--- config.mk ---
export PLATFORM = sky130hd
export DESIGN_NAME = dtg_top
export DESIGN_NICKNAME = d
export VERILOG_FILES = /design/src/hw/dtg_top.v /design/src/hw/dtg_divider.v /design/src/hw/dtg_sine.v
export VERILOG_INCLUDE_DIRS = /design/src /design/src/hw
export SDC_FILE = /design/constraint.sdc
export NUM_CORES = 1
export LEC_CHECK = 0
export ABC_AREA = 1
export BUFFER_PORTS_ARGS = -buffer_cell sky130_fd_sc_hd__clkbuf_2
export CORE_AREA = 8 8 193 122
export DETAILED_ROUTE_END_ITERATION = 12
export DIE_AREA = 0 0 201 130
export GPL_TIMING_DRIVEN = 0
export PLACE_DENSITY = 0.65
export SLEW_MARGIN = 20
export SYNTH_ARGS = -nofsm -noshare
export SYNTH_HDL_FRONTEND = slang
export SYNTH_SLANG_ARGS = --single-unit
--- constraint.sdc ---
create_clock -name mclk -period 5.5 [get_ports mclk]
set_clock_uncertainty 0.05 [all_clocks]
set_input_delay 0.275 -clock mclk [delete_from_list [all_inputs] [get_ports mclk]]
set_output_delay 0.275 -clock mclk [all_outputs]
set_load 0.03 [all_outputs]
--- src/hw/dtg_map.vh ---
`ifndef DTG_MAP_VH
`define DTG_MAP_VH
// control register a fields
`define DTG_CRA_TONE_EN      0
`define DTG_CRA_CALL_PROG    1
`define DTG_CRA_IRQ_EN       2
`define DTG_CRA_REDIRECT     3
// control register b fields
`define DTG_CRB_BURST_OFF    0
`define DTG_CRB_TEST         1
`define DTG_CRB_SINGLE       2
`define DTG_CRB_COL_SEL      3
// status register fields
`define DTG_ST_IRQ           0
`define DTG_ST_TX_READY      1
`define DTG_ST_RX_VALID      2
`define DTG_ST_STEER         3
// reset values
`define DTG_CTRL_RESET       4'h0
`define DTG_CODE_RESET       4'h0
// timing: segments per tone period and burst interval
`define DTG_SEGMENTS         32
`define DTG_CLK_KHZ          250000
`define DTG_BURST_MS         51
`define DTG_BURST_CYC        (`DTG_BURST_MS * `DTG_CLK_KHZ)
`endif

--- src/hw/dtg_top.v ---
// How it works
// - four row and four column tones
// - code table maps digit to tone pair
// - transmit write latches code, one-of-eight select
// - period is 32 segments, divider restarts
// - divider pulses step sine table, two chains
// - free running clock, tone starts at once
// - burst and pause each 51 ms
// - ready bit set after burst and pause
// - call progress burst doubles to 102 ms
// - no digit registered in call progress
// - call progress square wave on pin, gated by irq enable
// - power-up gives normal and burst mode
// - single tone mode picks row or column
// - select line steers data and control access
// - control a: redirect, irq, call progress, tone
// - control b: column, single, test, burst
// - redirect sends next control write to b
// - tone enable bit gates the output
// - interrupt low on digit or tx ready
// - reset clears both control registers
`timescale 1ns/10ps
`include "dtg_map.vh"
module dtg_top #(
	parameter DIV_W     = 16,
	parameter BURST_CYC = `DTG_BURST_CYC
) (
	// clock, reset, enable
	input  wire       mclk,
	input  wire       reset_n,
	input  wire       clk_en,
	// host port
	input  wire       register_select,
	input  wire       rd_strobe,
	input  wire       wr_strobe,
	input  wire [3:0] data_in,
	output reg  [3:0] data_out,
	output reg        data_oe,
	// receiver side: validated digit and in-band square wave
	input  wire       rx_digit_valid,
	input  wire [3:0] rx_digit_code,
	input  wire       rx_steer,
	input  wire       cp_square,
	// tone samples and interrupt pin
	output reg  [7:0] row_sample,
	output reg  [7:0] col_sample,
	output reg        tone_active,
	output reg        interrupt_or_tone_out_n
);
	localparam ST_IDLE  = 2'd0;
	localparam ST_BURST = 2'd1;
	localparam ST_PAUSE = 2'd2;

	reg  [3:0]       control_a_r;
	reg  [3:0]       control_b_r;
	reg              redirect_r;
	reg  [3:0]       tx_code_r;
	reg  [3:0]       rx_data_r;
	reg              rx_valid_r;
	reg              tx_ready_r;
	reg  [1:0]       state_r;
	reg  [31:0]      burst_cnt_r;
	reg              pend_r;
	reg              rd_d_r;
	reg              wr_d_r;
	wire             rd_edge;
	wire             wr_edge;
	wire             tone_en;
	wire             call_progress_mode;
	wire             burst_en;
	wire [31:0]      interval;
	wire [7:0]       row_onehot;
	wire [7:0]       col_onehot;
	wire [DIV_W-1:0] row_term;
	wire [DIV_W-1:0] col_term;
	wire             row_run;
	wire             col_run;
	wire             gen_on;
	wire             row_pulse;
	wire             col_pulse;
	wire [7:0]       row_s;
	wire [7:0]       col_s;

	// code to tone pair
	// row index 0..3 (697,770,852,941) from the digit code
	function [1:0] code_row;
		input [3:0] c;
		begin
			case (c)
				4'h1, 4'h2, 4'h3, 4'hD: code_row = 2'd0;
				4'h4, 4'h5, 4'h6, 4'hE: code_row = 2'd1;
				4'h7, 4'h8, 4'h9, 4'hF: code_row = 2'd2;
				default:                code_row = 2'd3;
			endcase
		end
	endfunction

	// column index 0..3 (1209,1336,1477,1633) from the digit code
	function [1:0] code_col;
		input [3:0] c;
		begin
			case (c)
				4'h1, 4'h4, 4'h7, 4'hB: code_col = 2'd0;
				4'h2, 4'h5, 4'h8, 4'hA: code_col = 2'd1;
				4'h3, 4'h6, 4'h9, 4'hC: code_col = 2'd2;
				default:                code_col = 2'd3;
			endcase
		end
	endfunction

	// segment length in clocks: clk / (freq * 32), minus one for terminal
	function [DIV_W-1:0] seg_term;
		input [7:0] sel;
		begin
			case (sel)
				8'h01:   seg_term = 16'h2BC7;
				8'h02:   seg_term = 16'h27A1;
				8'h04:   seg_term = 16'h23D0;
				8'h08:   seg_term = 16'h206C;
				8'h10:   seg_term = 16'h193D;
				8'h20:   seg_term = 16'h16D7;
				8'h40:   seg_term = 16'h14A8;
				default: seg_term = 16'h12AF;
			endcase
		end
	endfunction

	assign tone_en            = control_a_r[`DTG_CRA_TONE_EN];
	assign call_progress_mode = control_a_r[`DTG_CRA_CALL_PROG];
	assign burst_en           = ~control_b_r[`DTG_CRB_BURST_OFF];
	assign interval = call_progress_mode ? (BURST_CYC * 2) : BURST_CYC;
	assign rd_edge  = rd_strobe & ~rd_d_r;
	assign wr_edge  = wr_strobe & ~wr_d_r;

	assign row_onehot = 8'h01 << code_row(tx_code_r);
	assign col_onehot = 8'h10 << code_col(tx_code_r);
	assign row_term = seg_term(row_onehot);
	assign col_term = seg_term(col_onehot);

	// tone enable gates generation, burst phases too
	assign gen_on = tone_en & (burst_en ? (state_r == ST_BURST) : 1'b1);
	// single tone keeps row or column only
	assign row_run = gen_on & ~(control_b_r[`DTG_CRB_SINGLE] & control_b_r[`DTG_CRB_COL_SEL]);
	assign col_run = gen_on & ~(control_b_r[`DTG_CRB_SINGLE] & ~control_b_r[`DTG_CRB_COL_SEL]);

	dtg_divider #(.WIDTH(DIV_W)) u_row_div (
		.mclk      (mclk),
		.reset_n   (reset_n),
		.clk_en    (clk_en),
		.run       (row_run),
		.terminal  (row_term),
		.seg_pulse (row_pulse)
	);
	dtg_sine u_row_sine (
		.mclk    (mclk),
		.reset_n (reset_n),
		.clk_en  (clk_en),
		.run     (row_run),
		.advance (row_pulse),
		.sample  (row_s)
	);
	dtg_divider #(.WIDTH(DIV_W)) u_col_div (
		.mclk      (mclk),
		.reset_n   (reset_n),
		.clk_en    (clk_en),
		.run       (col_run),
		.terminal  (col_term),
		.seg_pulse (col_pulse)
	);
	dtg_sine u_col_sine (
		.mclk    (mclk),
		.reset_n (reset_n),
		.clk_en  (clk_en),
		.run     (col_run),
		.advance (col_pulse),
		.sample  (col_s)
	);

	// host port: strobes sampled for edges, writes act once per strobe
	always @(posedge mclk)
	begin
		if (!reset_n)
		begin
			rd_d_r      <= 1'b0;
			wr_d_r      <= 1'b0;
			// zero gives normal and burst mode
			control_a_r <= `DTG_CTRL_RESET;
			control_b_r <= `DTG_CTRL_RESET;
			redirect_r  <= 1'b0;
			tx_code_r   <= `DTG_CODE_RESET;
		end
		else if (clk_en)
		begin
			rd_d_r <= rd_strobe;
			wr_d_r <= wr_strobe;
			if (wr_edge && !register_select)
				// select low write is transmit data
				tx_code_r <= data_in;
			else if (wr_edge && register_select)
			begin
				// redirected write lands in b once
				if (redirect_r)
				begin
					control_b_r <= data_in;
					redirect_r  <= 1'b0;
				end
				else
				begin
					control_a_r <= data_in;
					redirect_r  <= data_in[`DTG_CRA_REDIRECT];
				end
			end
		end
	end

	// burst sequencer: new code starts a burst, then equal pause
	always @(posedge mclk)
	begin
		if (!reset_n)
		begin
			state_r     <= ST_IDLE;
			burst_cnt_r <= 32'd0;
			pend_r      <= 1'b0;
			tx_ready_r  <= 1'b0;
		end
		else if (clk_en)
		begin
			if (wr_edge && !register_select)
				pend_r <= 1'b1;
			case (state_r)
				ST_IDLE:
				begin
					burst_cnt_r <= 32'd0;
					if (burst_en && tone_en && (pend_r || (wr_edge && !register_select)))
					begin
						state_r <= ST_BURST;
						pend_r  <= 1'b0;
					end
				end
				ST_BURST:
				begin
					if (burst_cnt_r >= interval - 32'd1)
					begin
						burst_cnt_r <= 32'd0;
						state_r     <= ST_PAUSE;
					end
					else
						burst_cnt_r <= burst_cnt_r + 32'd1;
				end
				default:
				begin
					if (burst_cnt_r >= interval - 32'd1)
					begin
						burst_cnt_r <= 32'd0;
						state_r     <= ST_IDLE;
					end
					else
						burst_cnt_r <= burst_cnt_r + 32'd1;
				end
			endcase
			// ready set after pause; set beats read clear
			if (state_r == ST_PAUSE && burst_cnt_r >= interval - 32'd1)
				tx_ready_r <= 1'b1;
			else if (rd_edge && register_select)
				tx_ready_r <= 1'b0;
		end
	end

	// receive data latch and valid flag
	always @(posedge mclk)
	begin
		if (!reset_n)
		begin
			rx_data_r  <= 4'h0;
			rx_valid_r <= 1'b0;
		end
		else if (clk_en)
		begin
			if (rx_digit_valid && !call_progress_mode)
			begin
				rx_data_r  <= rx_digit_code;
				rx_valid_r <= 1'b1;
			end
			else if (rd_edge && register_select)
				rx_valid_r <= 1'b0;
		end
	end

	// registered outputs
	always @(posedge mclk)
	begin
		if (!reset_n)
		begin
			data_out                <= 4'h0;
			data_oe                 <= 1'b0;
			row_sample              <= 8'h80;
			col_sample              <= 8'h80;
			tone_active             <= 1'b0;
			interrupt_or_tone_out_n <= 1'b1;
		end
		else if (clk_en)
		begin
			data_oe <= rd_strobe;
			if (register_select)
				data_out <= {rx_steer, rx_valid_r, tx_ready_r,
					~interrupt_or_tone_out_n};
			else
				data_out <= rx_data_r;
			row_sample  <= row_s;
			col_sample  <= col_s;
			tone_active <= row_run | col_run;
			// in-band square wave, gated by irq enable
			if (call_progress_mode)
				interrupt_or_tone_out_n <= ~(cp_square & control_a_r[`DTG_CRA_IRQ_EN]);
			else
				// irq on digit or ready in burst
				interrupt_or_tone_out_n <= ~(control_a_r[`DTG_CRA_IRQ_EN]
					& (rx_valid_r | (tx_ready_r & burst_en)));
		end
	end
endmodule // dtg_top

--- src/hw/dtg_divider.v ---
`timescale 1ns/10ps
// programmable segment divider: counts to terminal value, pulses, restarts
module dtg_divider #(
	parameter WIDTH = 16
) (
	// clock and reset
	input  wire             mclk,
	input  wire             reset_n,
	input  wire             clk_en,
	// control
	input  wire             run,
	input  wire [WIDTH-1:0] terminal,
	// segment advance pulse
	output reg              seg_pulse
);
	reg [WIDTH-1:0] cnt_r;

	// count, pulse at terminal, restart from zero
	always @(posedge mclk)
	begin
		if (!reset_n)
		begin
			cnt_r     <= {WIDTH{1'b0}};
			seg_pulse <= 1'b0;
		end
		else if (clk_en)
		begin
			if (!run)
			begin
				cnt_r     <= {WIDTH{1'b0}};
				seg_pulse <= 1'b0;
			end
			else if (cnt_r >= terminal)
			begin
				cnt_r     <= {WIDTH{1'b0}};
				seg_pulse <= 1'b1;
			end
			else
			begin
				cnt_r     <= cnt_r + {{(WIDTH-1){1'b0}}, 1'b1};
				seg_pulse <= 1'b0;
			end
		end
	end
endmodule // dtg_divider

--- src/hw/dtg_sine.v ---
`timescale 1ns/10ps
// 32-entry sine table addressed by a segment counter
module dtg_sine (
	// clock and reset
	input  wire       mclk,
	input  wire       reset_n,
	input  wire       clk_en,
	// control
	input  wire       run,
	input  wire       advance,
	// sample out, offset binary, mid scale when idle
	output reg  [7:0] sample
);
	reg [4:0] phase_r;

	// offset-binary sine, one entry per segment
	function [7:0] sine_lut;
		input [4:0] idx;
		begin
			case (idx)
				5'h00: sine_lut = 8'h80;
				5'h01: sine_lut = 8'h98;
				5'h02: sine_lut = 8'hB0;
				5'h03: sine_lut = 8'hC6;
				5'h04: sine_lut = 8'hD9;
				5'h05: sine_lut = 8'hE8;
				5'h06: sine_lut = 8'hF5;
				5'h07: sine_lut = 8'hFC;
				5'h08: sine_lut = 8'hFF;
				5'h09: sine_lut = 8'hFC;
				5'h0A: sine_lut = 8'hF5;
				5'h0B: sine_lut = 8'hE8;
				5'h0C: sine_lut = 8'hD9;
				5'h0D: sine_lut = 8'hC6;
				5'h0E: sine_lut = 8'hB0;
				5'h0F: sine_lut = 8'h98;
				5'h10: sine_lut = 8'h80;
				5'h11: sine_lut = 8'h67;
				5'h12: sine_lut = 8'h4F;
				5'h13: sine_lut = 8'h39;
				5'h14: sine_lut = 8'h26;
				5'h15: sine_lut = 8'h17;
				5'h16: sine_lut = 8'h0A;
				5'h17: sine_lut = 8'h03;
				5'h18: sine_lut = 8'h01;
				5'h19: sine_lut = 8'h03;
				5'h1A: sine_lut = 8'h0A;
				5'h1B: sine_lut = 8'h17;
				5'h1C: sine_lut = 8'h26;
				5'h1D: sine_lut = 8'h39;
				5'h1E: sine_lut = 8'h4F;
				default: sine_lut = 8'h67;
			endcase
		end
	endfunction

	// phase walks the table; idle parks at mid scale
	always @(posedge mclk)
	begin
		if (!reset_n)
		begin
			phase_r <= 5'h00;
			sample  <= 8'h80;
		end
		else if (clk_en)
		begin
			if (!run)
			begin
				phase_r <= 5'h00;
				sample  <= 8'h80;
			end
			else
			begin
				if (advance)
					phase_r <= phase_r + 5'h01;
				sample <= sine_lut(phase_r);
			end
		end
	end
endmodule // dtg_sine

* Yosys cells after proc, flatten, opt, wreduce, memory -nomap -nowiden
Memories as Yosys holds them, arrays and structs flattened. A register that Yosys moved wholly into a read port is not among the register bits. Index checks and enable logic that the tools add are counted.
Word-level totals: register bits 137, bits in read-only memories 576, word-level logic and storage cells 148, memories kept 4
Cells by class: add/subtract/negate cells 6, $lt $le $gt $ge 3, eq/ne operators 20, shift operators 2, mux-type cells 41, bitwise logic cells 23, reduce and logical (&&, ||, !) cells 24
Memory list:
- (no name shown) | words 32, width 8, read ports 1, clocked after memory_dff 1, write ports 0, line dtg_sine.v:20 | case (idx)
- (no name shown) | words 32, width 8, read ports 1, clocked after memory_dff 1, write ports 0, line dtg_sine.v:20
- (no name shown) | words 16, width 2, read ports 1, clocked after memory_dff 1, write ports 0, line dtg_top.v:102 | case (c)
- (no name shown) | words 16, width 2, read ports 1, clocked after memory_dff 1, write ports 0, line dtg_top.v:89 | case (c)
Operators with widths (count):
- 14-bit case mux with 7 select lines | 2
- 16-bit two-way mux | 4
- 32-bit two-way mux | 2
- 5-bit two-way mux | 8
- 16-bit by 1-bit adder with 16-bit output, second input constant | 2
- 32-bit by 1-bit adder with 32-bit output, second input constant | 1
- 16-bit by 14-bit >= comparator with 1-bit output | 2
- 32-bit >= comparator | 1
- 25-bit by 1-bit subtractor with 26-bit output, second input constant | 1
- 25-bit two-way mux | 1
- 4-bit two-way mux | 5
- 8-bit by 1-bit equality test with 1-bit output, second input constant | 2
- 8-bit by 2-bit equality test with 1-bit output, second input constant | 2
- 8-bit by 3-bit equality test with 1-bit output, second input constant | 2
- 8-bit by 4-bit equality test with 1-bit output, second input constant | 2
- 8-bit by 5-bit equality test with 1-bit output, second input constant | 2
- 8-bit by 6-bit equality test with 1-bit output, second input constant | 2
- 8-bit by 7-bit equality test with 1-bit output, second input constant | 2
- 8-bit two-way mux | 2
- 1-bit two-way mux | 13
- 2-bit AND reduction | 6
- 4-bit AND reduction | 3
- 1-bit inverter | 11
- 5-bit by 1-bit adder with 5-bit output, second input constant | 2
- 16 further kinds | 39

* Depth between registers and ports, before layout
Gate-level depths: netlist (run 1).
depth after elaboration 8, mapped depth 17

* Modules after synthesis
From an unflattened synthesis (run 1), not the netlist that was laid out.
Unflattened totals: cell total of the unflattened synthesis 1517, area, all modules 10267.3 um^2
By module, submodules not included:
- dtg_top | times used 1, cells each 614, area an instance 4474.3 um^2
- dtg_divider | times used 2, cells each 245, area an instance 1486.4 um^2
- dtg_sine (u_col_sine) | times used 1, cells each 226, area an instance 1482.7 um^2
- dtg_sine (u_row_sine) | times used 1, cells each 187, area an instance 1337.5 um^2

* Least setup slack after synthesis (run 1)
Ideal clock, no wire load.
path type register to register, start point register with a tool-made name, end point register u_col_div.cnt_r[11], library setup time 70 ps, arrival 2083 ps, path slack 3297 ps, cell stages (with the launch flop) 11, buffers on the path 1, clock period less this slack 2203 ps, cells stage by stage dfxtp_1 inv_1 ha_1 nor2_1 ha_1 a21oi_1 o21ai_0 a21boi_0 clkbuf_1 nand4_1 a21oi_1
RTL lines:
- end signal: assignment | line dtg_divider.v:23 | cnt_r <= {WIDTH{1'b0}};
- end signal: assignment | line dtg_divider.v:30 | cnt_r <= {WIDTH{1'b0}};
- end signal: assignment | line dtg_divider.v:35 | cnt_r <= {WIDTH{1'b0}};
- end: declaration | line dtg_divider.v:16 | reg [WIDTH-1:0] cnt_r;

* Final worst setup path (run 1)
start point register control_a_r[1], end point register burst_cnt_r[7]
Between the ends: cells in the longest elaborated chain, start to end 5
RTL lines:
- start: declaration | line dtg_top.v:54 | reg [3:0] control_a_r;
- start signal: assignment | line dtg_top.v:187 | control_a_r <= `DTG_CTRL_RESET;
- start signal: assignment | line dtg_top.v:209 | control_a_r <= data_in;
- 25-bit two-way mux | line dtg_top.v:131 | assign interval = call_progress_mode ? (BURST_CYC * 2) : BURST_CYC;
- 25-bit by 1-bit subtractor with 26-bit output | line dtg_top.v:242, dtg_top.v:252
- 32-bit >= comparator | line dtg_top.v:242, dtg_top.v:252
- 32-bit two-way mux | line dtg_top.v:242, dtg_top.v:252
- 32-bit two-way mux
- end signal: assignment | line dtg_top.v:248 | burst_cnt_r <= burst_cnt_r + 32'd1;
- end signal: assignment | line dtg_top.v:258 | burst_cnt_r <= burst_cnt_r + 32'd1;
- end: declaration | line dtg_top.v:62 | reg [31:0] burst_cnt_r;
No other way between the ends. A chain may end at the register's enable or synchronous reset.

==> results of run 1 <==
[cell usage in the layout (no fill, tap or decap), types with 5 or more instances in the layout]
master                      Yosys  final
sky130_fd_sc_hd__o211ai_1      11     11
sky130_fd_sc_hd__inv_2          7      7
sky130_fd_sc_hd__nor2_1       160    160
sky130_fd_sc_hd__or2_2          5      5
sky130_fd_sc_hd__buf_1          7      7
sky130_fd_sc_hd__nand3_1      121    121
sky130_fd_sc_hd__o21ai_0       53     53
sky130_fd_sc_hd__a31oi_1        6      6
sky130_fd_sc_hd__a22oi_1       14     14
sky130_fd_sc_hd__buf_4          6      6
sky130_fd_sc_hd__clkbuf_2       0     38
sky130_fd_sc_hd__xor2_1        22     22
sky130_fd_sc_hd__ha_1          74     74
sky130_fd_sc_hd__nand4_1       47     47
sky130_fd_sc_hd__a21oi_1       84     84
sky130_fd_sc_hd__nand2_1      316    316
sky130_fd_sc_hd__buf_2          8      8
sky130_fd_sc_hd__clkbuf_1      27     27
sky130_fd_sc_hd__nand3b_1       7      7
sky130_fd_sc_hd__clkbuf_16      0     17
sky130_fd_sc_hd__inv_1        123    123
sky130_fd_sc_hd__nor3_1        32     32
sky130_fd_sc_hd__nand2_2        6      6
sky130_fd_sc_hd__dfxtp_1      156    156
[cells in the mapped netlist (2+ instances only)]
master                     count  area, µm²
sky130_fd_sc_hd__nand3b_1      7       52.6
sky130_fd_sc_hd__buf_4         6       45.0
sky130_fd_sc_hd__nor2_4        4       45.0
sky130_fd_sc_hd__a31oi_1       6       37.5
sky130_fd_sc_hd__inv_1       123        462
sky130_fd_sc_hd__a21o_1        2       15.0
sky130_fd_sc_hd__a211oi_1      4       30.0
sky130_fd_sc_hd__nor2_1      160        601
sky130_fd_sc_hd__nor3_1       32        160
sky130_fd_sc_hd__nand4_1      47        294
sky130_fd_sc_hd__ha_1         74        926
sky130_fd_sc_hd__nand3_1     121        606
sky130_fd_sc_hd__xor2_1       22        193
sky130_fd_sc_hd__a22oi_1      14        105
sky130_fd_sc_hd__o21a_1        4       30.0
sky130_fd_sc_hd__a21oi_1      84        420
sky130_fd_sc_hd__o211ai_1     11       82.6
sky130_fd_sc_hd__o21ai_0      53        265
sky130_fd_sc_hd__buf_1         7       26.3
sky130_fd_sc_hd__o21ai_1       4       20.0
sky130_fd_sc_hd__inv_2         7       26.3
sky130_fd_sc_hd__nor4_1        3       18.8
sky130_fd_sc_hd__buf_2         8       40.0
sky130_fd_sc_hd__clkbuf_1     27        101
sky130_fd_sc_hd__or2_2         5       31.3
sky130_fd_sc_hd__dfxtp_1     156       3120
sky130_fd_sc_hd__nand2_2       6       37.5
sky130_fd_sc_hd__nand2_1     316       1190
[per-layer routing]
metal  GRT usage (%)  up-vias  routed length, µm
li1                -     4511                  -
met1            28.9     3987              13200
met2            26.2      289               9380
met3            4.18       30               1690
met4            5.82        0                305
met5               0        -                  0
[stage by stage]
stage / hold slack, ns / utilization, % / setup slack, ns / power, mW
after CTS: 0.0405 / 49.9 / 2.54 / 2.73
after detailed placement: 0.379 / 46.8 / 2.56 / 1.45
after global routing: 0.0672 / 49.9 / 2.30 / 2.82
after floorplan: 0.360 / - / 3.30 / 1.37
final: 0.0587 / 49.9 / 2.54 / 2.71
after global placement: 0.376 / 46.8 / 2.59 / 1.44
[layout make-up]
class                           instances  area share (%)
Multi-Input combinational cell        990            51.1
Sequential cell                       156            30.4
Inverter                              130            4.75
Clock buffer                           17            4.14
Tap cell                              279            3.40
Buffer                                 49            2.18
Clock inverter                         15            2.16
Timing Repair Buffer                   38            1.85
[power breakdown]
group	switching [mW]	total, mW	internal (mW)
sequential	0.0180	1.18	1.16
clock	0.546	1.29	0.740
combinational	0.175	0.250	0.0753
[worst max path at each step]
stage	cells past startpoint	slack [ns]	startpoint	end
6_report	12	2.54	control_a_r[1]	burst_cnt_r[7]
5_1_grt	12	2.30	control_a_r[1]	burst_cnt_r[17]
2_1_floorplan	10	3.30	flip-flop	u_col_div.cnt_r[11]
3_5_place_dp	12	2.56	control_a_r[1]	burst_cnt_r[12]
4_1_cts	12	2.54	control_a_r[1]	burst_cnt_r[7]
3_3_place_gp	12	2.59	control_a_r[1]	burst_cnt_r[7]
[tightest hold or removal path, stage by stage]
cell and delay [ns]:
sky130_fd_sc_hd__clkbuf_2 0.08, sky130_fd_sc_hd__o21ai_0 0.07, sky130_fd_sc_hd__nor2_1 0.08
[cell families (layout without fill, tap and decap cells)]
group,count (synthesis),after routing
XOR/XNOR,23,23
AND/OR/NAND/NOR,706,706
adder cells (fa/ha/maj),74,74
flip-flops,156,156
buffers and inverters,179,249
AO/OA/AOI/OAI,187,187
==> run_results.csv, run 1 <==
group,metric,value,unit
global_route,grt_pass1_vias,7954,
synth,synth_fa_ha_area_share,10.2,%
run,cap_violations,0,
die,initial_utilization,44.2,%
routing,route.detailed.wl_per_inst,14.7,µm
routing,drtPass1Iterations,7,
die,floorplan.die_area,26100,µm²
worst_setup_path,worst-path-max-fanout,10,
synth,post_synth_num_cell_types,40,
finish,drive_gt1_share,8.03,%
sta,finalMaxSlewViolations,0,
sta,worst_slew_margin_rel,55.8,%
die,die_height,130,µm
synth,synth_flop_cell,"sky130_fd_sc_hd__dfxtp_1",
worst_setup_path,critPathLaunchType,"flip-flop",
synth,yosysWarningCount,0,
worst_setup_path,crit-reg2reg-launch,"control_a_r[1]",
synth,syn-instance-count,1325,
worst_setup_path,crit_type,"reg -> reg",
placement,place.gp.congestion,0.946,
die,coreArea,20600,µm²
placement,post_dp_area,9630,µm²
synth,synth_top_family_by_area,"simple AND/OR/NAND/NOR gates",
global_route,largest_net_degree_at_the_start_of_global_routing,18,
clocking,ctsLongestPathBuffers,2,
sta,final.setup.tns,0,ns
sta,setup_viol,0,
finish,antenna_cells_inserted,0,
synth,simple_gate_share_of_the_synthesized_area,33.8,%
synth,synth_async_sr_flop_share,0,%
finish,layoutNonFillerInstCount,1674,
synth,synth.yosys.seq_area_share,34.4,%
worst_setup_path,worst_path_dominant_cell_family,"buffers and inverters",
global_route,wire_length_of_the_first_global_routing_pass,40.8,mm
clocking,cts_repair_resize_count,0,
placement,place.port_buffers,38,
finish,flow.area_growth_from_synthesis,13.1,%
hold_path,worst_min_delay_path_startpoint,"rx_digit_code[0]",
clocking,worst_skew_pair.late_latency,0.44,ns
finish,final_net_count,1473,
pwr,peakVddDrop,214,µV
global_route,antenna_found_initial,0,
hold_path,hold-path-endpoint,"rx_data_r[0]",
placement,place.detailed.instances,1642,
run_status,run_status,"completed",
synth,synth_xor_area_share,2.22,%
worst_setup_path,crit-reg2reg-capture,"burst_cnt_r[7]",
synth,synth.area.mux_share,0,%
synth,synth-compound-area-share,11.6,%
routing,routed_wl,24.6,mm
clocking,cts_hold_buffers,0,
die,std_cell_rows,41,
routing,remaining_drc_errors,0,
global_route,groute.usage.overall,19.1,%
clocking,clock-sinks,156,
synth,synth_fp_nets,1416,
routing,drt_iter0_markers,884,
sta,finalCritPeriodShare,53.8,%
routing,ant_nets,0,
sta,worstMarginPinSlew,0.658,ns
synth,post_synth.cell_area_avg,6.86,µm²
synth,synth.cell_area,9090,µm²
placement,detailedPlacementHpwl,18.5,mm
synth,postSynthRegisterBits,156,
worst_setup_path,worst_path_max_delay_cell,"sky130_fd_sc_hd__dfxtp_1",
clocking,tritoncts_clock_tree,"done",
clocking,clk_pin_slew_worst_paths,0.07,ns
routing,total_number_of_vias,8817,
hold_path,hold_path.class,"in -> reg",
worst_setup_path,setup.reg_to_reg.worst_slack,2.54,ns
clocking,cts_inserted_buffers,17,
worst_setup_path,worstSetupEndpointType,"flip-flop",
finish,final_design_area_no_fill,10300,µm²
global_route,grt_overflow,0,
routing,route.detailed.vias_per_inst,5.27,
sta,fmax,338,MHz
hold_path,holdPathStages,3,
finish,total_area_of_multi_input_combinational_cells,5250,µm²
pwr,leakage_component_of_the_power,4.49,nW
pwr,power_per_cell_area,264,nW/µm²
die,chipWidth,201,µm
sta,setup_repair_after_global_routing_missed_its_margin,"no",
sta,finalHoldViolations,0,
synth,synth_enable_flop_cells,0,
worst_setup_path,worst_path_largest_cell_delay,0.61,ns
worst_setup_path,timing.critical_path.cells,"inv_1 > ha_1 > nand3_1 > nor2_1 > a21oi_1 > nand2_1 > nand2_1 > nand4_1 > inv_1 > buf_4 > nand3_1 > a21oi_1",
finish,filler_cell_count,2071,
worst_setup_path,ff2ff_path_depth,12,
clocking,ctsHtreeMaxLevel,4,
worst_setup_path,timing.critical_path.arrival,3.27,ns
finish,seq_area,3120,µm²
sta,timing.final.crit_period,2.96,ns
worst_setup_path,timing.critical_path.required,5.81,ns
clocking,cts_root_buf,"sky130_fd_sc_hd__clkbuf_16",
clocking,post-cts-setup-buffer-count,0,
die,io-pin-count,40,
worst_setup_path,cp_num_buf_inv,3,
Power figures use the tool's default switching activity.
==> run 2, diff against run 1 <==
Settings changed: PLACE_DENSITY 0.65 to 0.67.
Clock period 5.5 ns to 2.7 ns, I/O delays scaled along.
==> run 2 against run 1 <==
Effect of this change:
- utilization grew 0.59 points
- clock power grew 95%
- count of clock-buffer cells in the layout increased by 2
- global-route usage is 0.27 points higher
- wire length is 2.8% higher
- design area up 1.2%
- via count rose by 1.2%
- sequential power increased by 100%
- die area did not move
- critical endpoint is now burst_cnt_r[20]
- sequential share of layout area down 0.32 points
==> run_results.csv, run 2 (synthesis results as in run 1) <==
group,metric,value,unit
routing,total_number_of_vias,8924,
finish,final_design_area_no_fill,10400,µm²
pwr,clock_power_share,46.1,%
routing,detail_route.wirelength.met1,13.1,mm
clocking,ctsHtreeMaxLevel,4,
routing,ant_nets,0,
clocking,cts_root_buf,"sky130_fd_sc_hd__clkbuf_16",
finish,layout_common_cells,"sky130_fd_sc_hd__nand2_1 (316), sky130_fd_sc_hd__nor2_1 (159), sky130_fd_sc_hd__dfxtp_1 (155)",
pwr,power_per_cell_area,523,nW/µm²
die,floorplan.die_area,26100,µm²
finish,layout_commonest_cell,"sky130_fd_sc_hd__nand2_1",
routing,drtPass1Iterations,5,
routing,routed_wl,25.3,mm
placement,post_dp_area,9630,µm²
global_route,grt_overflow,0,
clocking,clock-sinks,156,
sta,timing.final.crit_period,2.53,ns
placement,place.port_buffers,38,
clocking,tritoncts_clock_tree,"done",
worst_setup_path,setup.reg_to_reg.worst_slack,0.17,ns
clocking,clk_pin_slew_worst_paths,0.07,ns
sta,setup_viol,0,
die,io-pin-count,40,
global_route,grt_pass1_vias,8014,
pwr,leakage_component_of_the_power,4.52,nW
worst_setup_path,worstSetupEndpointType,"flip-flop",
global_route,wire_length_of_the_first_global_routing_pass,41.5,mm
placement,place.gp.congestion,0.931,
pwr,peakVddDrop,460,µV
sta,finalCritPeriodShare,93.5,%
worst_setup_path,critPathLaunchType,"flip-flop",
die,std_cell_rows,41,
pwr,switching_power,1.47,mW
finish,drive_gt1_share,9.31,%
finish,antenna_cells_inserted,0,
routing,met3_length,1.95,mm
die,initial_utilization,44.2,%
global_route,largest_net_degree_at_the_start_of_global_routing,17,
die,coreArea,20600,µm²
routing,route.detailed.vias_per_inst,5.29,
finish,flow.area_growth_from_synthesis,14.4,%
pwr,cellInternalPower,3.96,mW
die,chipWidth,201,µm
worst_setup_path,timing.critical_path.arrival,2.83,ns
pwr,power.share.sequential,44.1,%
sta,worstMarginPinSlew,0.652,ns
clocking,cts_inserted_buffers,17,
die,die_height,130,µm
placement,detailedPlacementHpwl,18.8,mm
finish,final_net_count,1485,
pwr,post_route_total_power,5.43,mW
pwr,power_frac_comb,9.7,%
clocking,worst_skew_pair.late_latency,0.44,ns
pwr,swShare,27.1,%
run,cap_violations,0,
routing,route.detailed.wl_per_inst,15.0,µm
worst_setup_path,worst-path-max-fanout,10,
routing,remaining_drc_errors,0,
routing,wl_met2,9.96,mm
sta,finalMaxSlewViolations,0,
worst_setup_path,timing.critical_path.required,3.01,ns
global_route,groute.usage.overall,19.4,%
routing,routed.top_layer,"met4",
sta,worst_slew_margin_rel,56.6,%
global_route,antenna_found_initial,0,
hold_path,hold_path.class,"in -> reg",
sta,fmax,396,MHz
sta,finalHoldViolations,0,
worst_setup_path,crit_type,"reg -> reg",
routing,drt_iter0_markers,1020,
run_status,run_status,"completed",
clocking,ctsLongestPathBuffers,2,
[run 2: changes by cell type in the layout (fill, tap and decap cells not counted), moves of 2 or more]
cell and change:
sky130_fd_sc_hd__dlygate4sd3_1 +9, sky130_fd_sc_hd__inv_1 -4, sky130_fd_sc_hd__clkinv_8 -3, sky130_fd_sc_hd__inv_2 +3, sky130_fd_sc_hd__clkbuf_8 +2, sky130_fd_sc_hd__clkinvlp_4 +5, sky130_fd_sc_hd__nand3_2 +4, sky130_fd_sc_hd__nand3_1 -4
sky130_fd_sc_hd__clkbuf_1 -4, sky130_fd_sc_hd__buf_4 +3, sky130_fd_sc_hd__clkbuf_2 +3
[run 2: path summary, 6_finish.rpt]
path	startpoint	to	cells past startpoint
min	data_in[1]	control_a_r[1]	3
max	control_a_r[1]	burst_cnt_r[20]	13
min reg2reg	u_col_div.cnt_r[15]	u_col_div.cnt_r[15]	2
max reg2reg	control_a_r[1]	burst_cnt_r[20]	13
[run 2: per-stage QoR]
step / utilization [%] / hold WS (ns) / std cells / setup slack, ns / setup TNS, ns
2_1_floorplan: - / 0.220 / 1325 / 0.497 / 0
3_3_place_gp: 46.8 / 0.345 / 1642 / -0.269 / -4.48
3_5_place_dp: 46.8 / 0.358 / 1642 / -0.309 / -5.67
4_1_cts: 50.3 / 0.000305 / 1686 / 0.0697 / 0
5_1_grt: 50.5 / 0.0411 / 1686 / -0.0284 / -0.0284
6_report: 50.5 / 0.0154 / 1686 / 0.174 / 0
[run 2: final cells by class]
class	instances	area, µm²
fillers	2008	10200
multi-input cells	990	5280
flip-flops and latches	156	3130
inverters	130	492
clock buffers	19	453
well taps	279	349
repair buffers	50	303
plain buffers	49	231
clock inverters	13	156
[run 2: per-layer routing]
| metal | vias to the layer above | GRT usage, % |
|---|---|---|
| li1 | 4530 | - |
| met1 | 4058 | 29.5 |
| met2 | 313 | 27.4 |
| met3 | 23 | 4.18 |
| met4 | 0 | 3.58 |
| met5 | - | 0 |
[run 2: timing repair]
item / 4_1_cts / 5_1_grt
hold buffers: 9 / 0
resized for setup: 3 / 21
endpoints found under the setup margin: 33 / 52
setup buffers: 3 / 0
endpoints found under the hold margin: 10 / 0
[run 2: worst max-delay path, stage by stage, from the launching register on]
cell and delay, ns:
sky130_fd_sc_hd__dfxtp_4 0.45, sky130_fd_sc_hd__clkinvlp_4 0.11, sky130_fd_sc_hd__buf_4 0.17, sky130_fd_sc_hd__ha_1 0.29, sky130_fd_sc_hd__nand3_1 0.11, sky130_fd_sc_hd__nor2_1 0.06, sky130_fd_sc_hd__a21oi_1 0.14, sky130_fd_sc_hd__nand2_1 0.13
sky130_fd_sc_hd__nand2_1 0.12, sky130_fd_sc_hd__nand4_1 0.20, sky130_fd_sc_hd__inv_2 0.15, sky130_fd_sc_hd__buf_4 0.19, sky130_fd_sc_hd__nand3_1 0.13, sky130_fd_sc_hd__a21oi_1 0.15
[run 2: power by group through the flow]
stage / sequential (mW) / combinational (mW) / clock [mW]
after floorplan: 2.47 / 0.319 / 0
after global placement: 2.45 / 0.498 / 0
after detailed placement: 2.45 / 0.506 / 0
after CTS: 2.40 / 0.523 / 2.54
after global routing: 2.40 / 0.601 / 2.64
final: 2.40 / 0.530 / 2.51
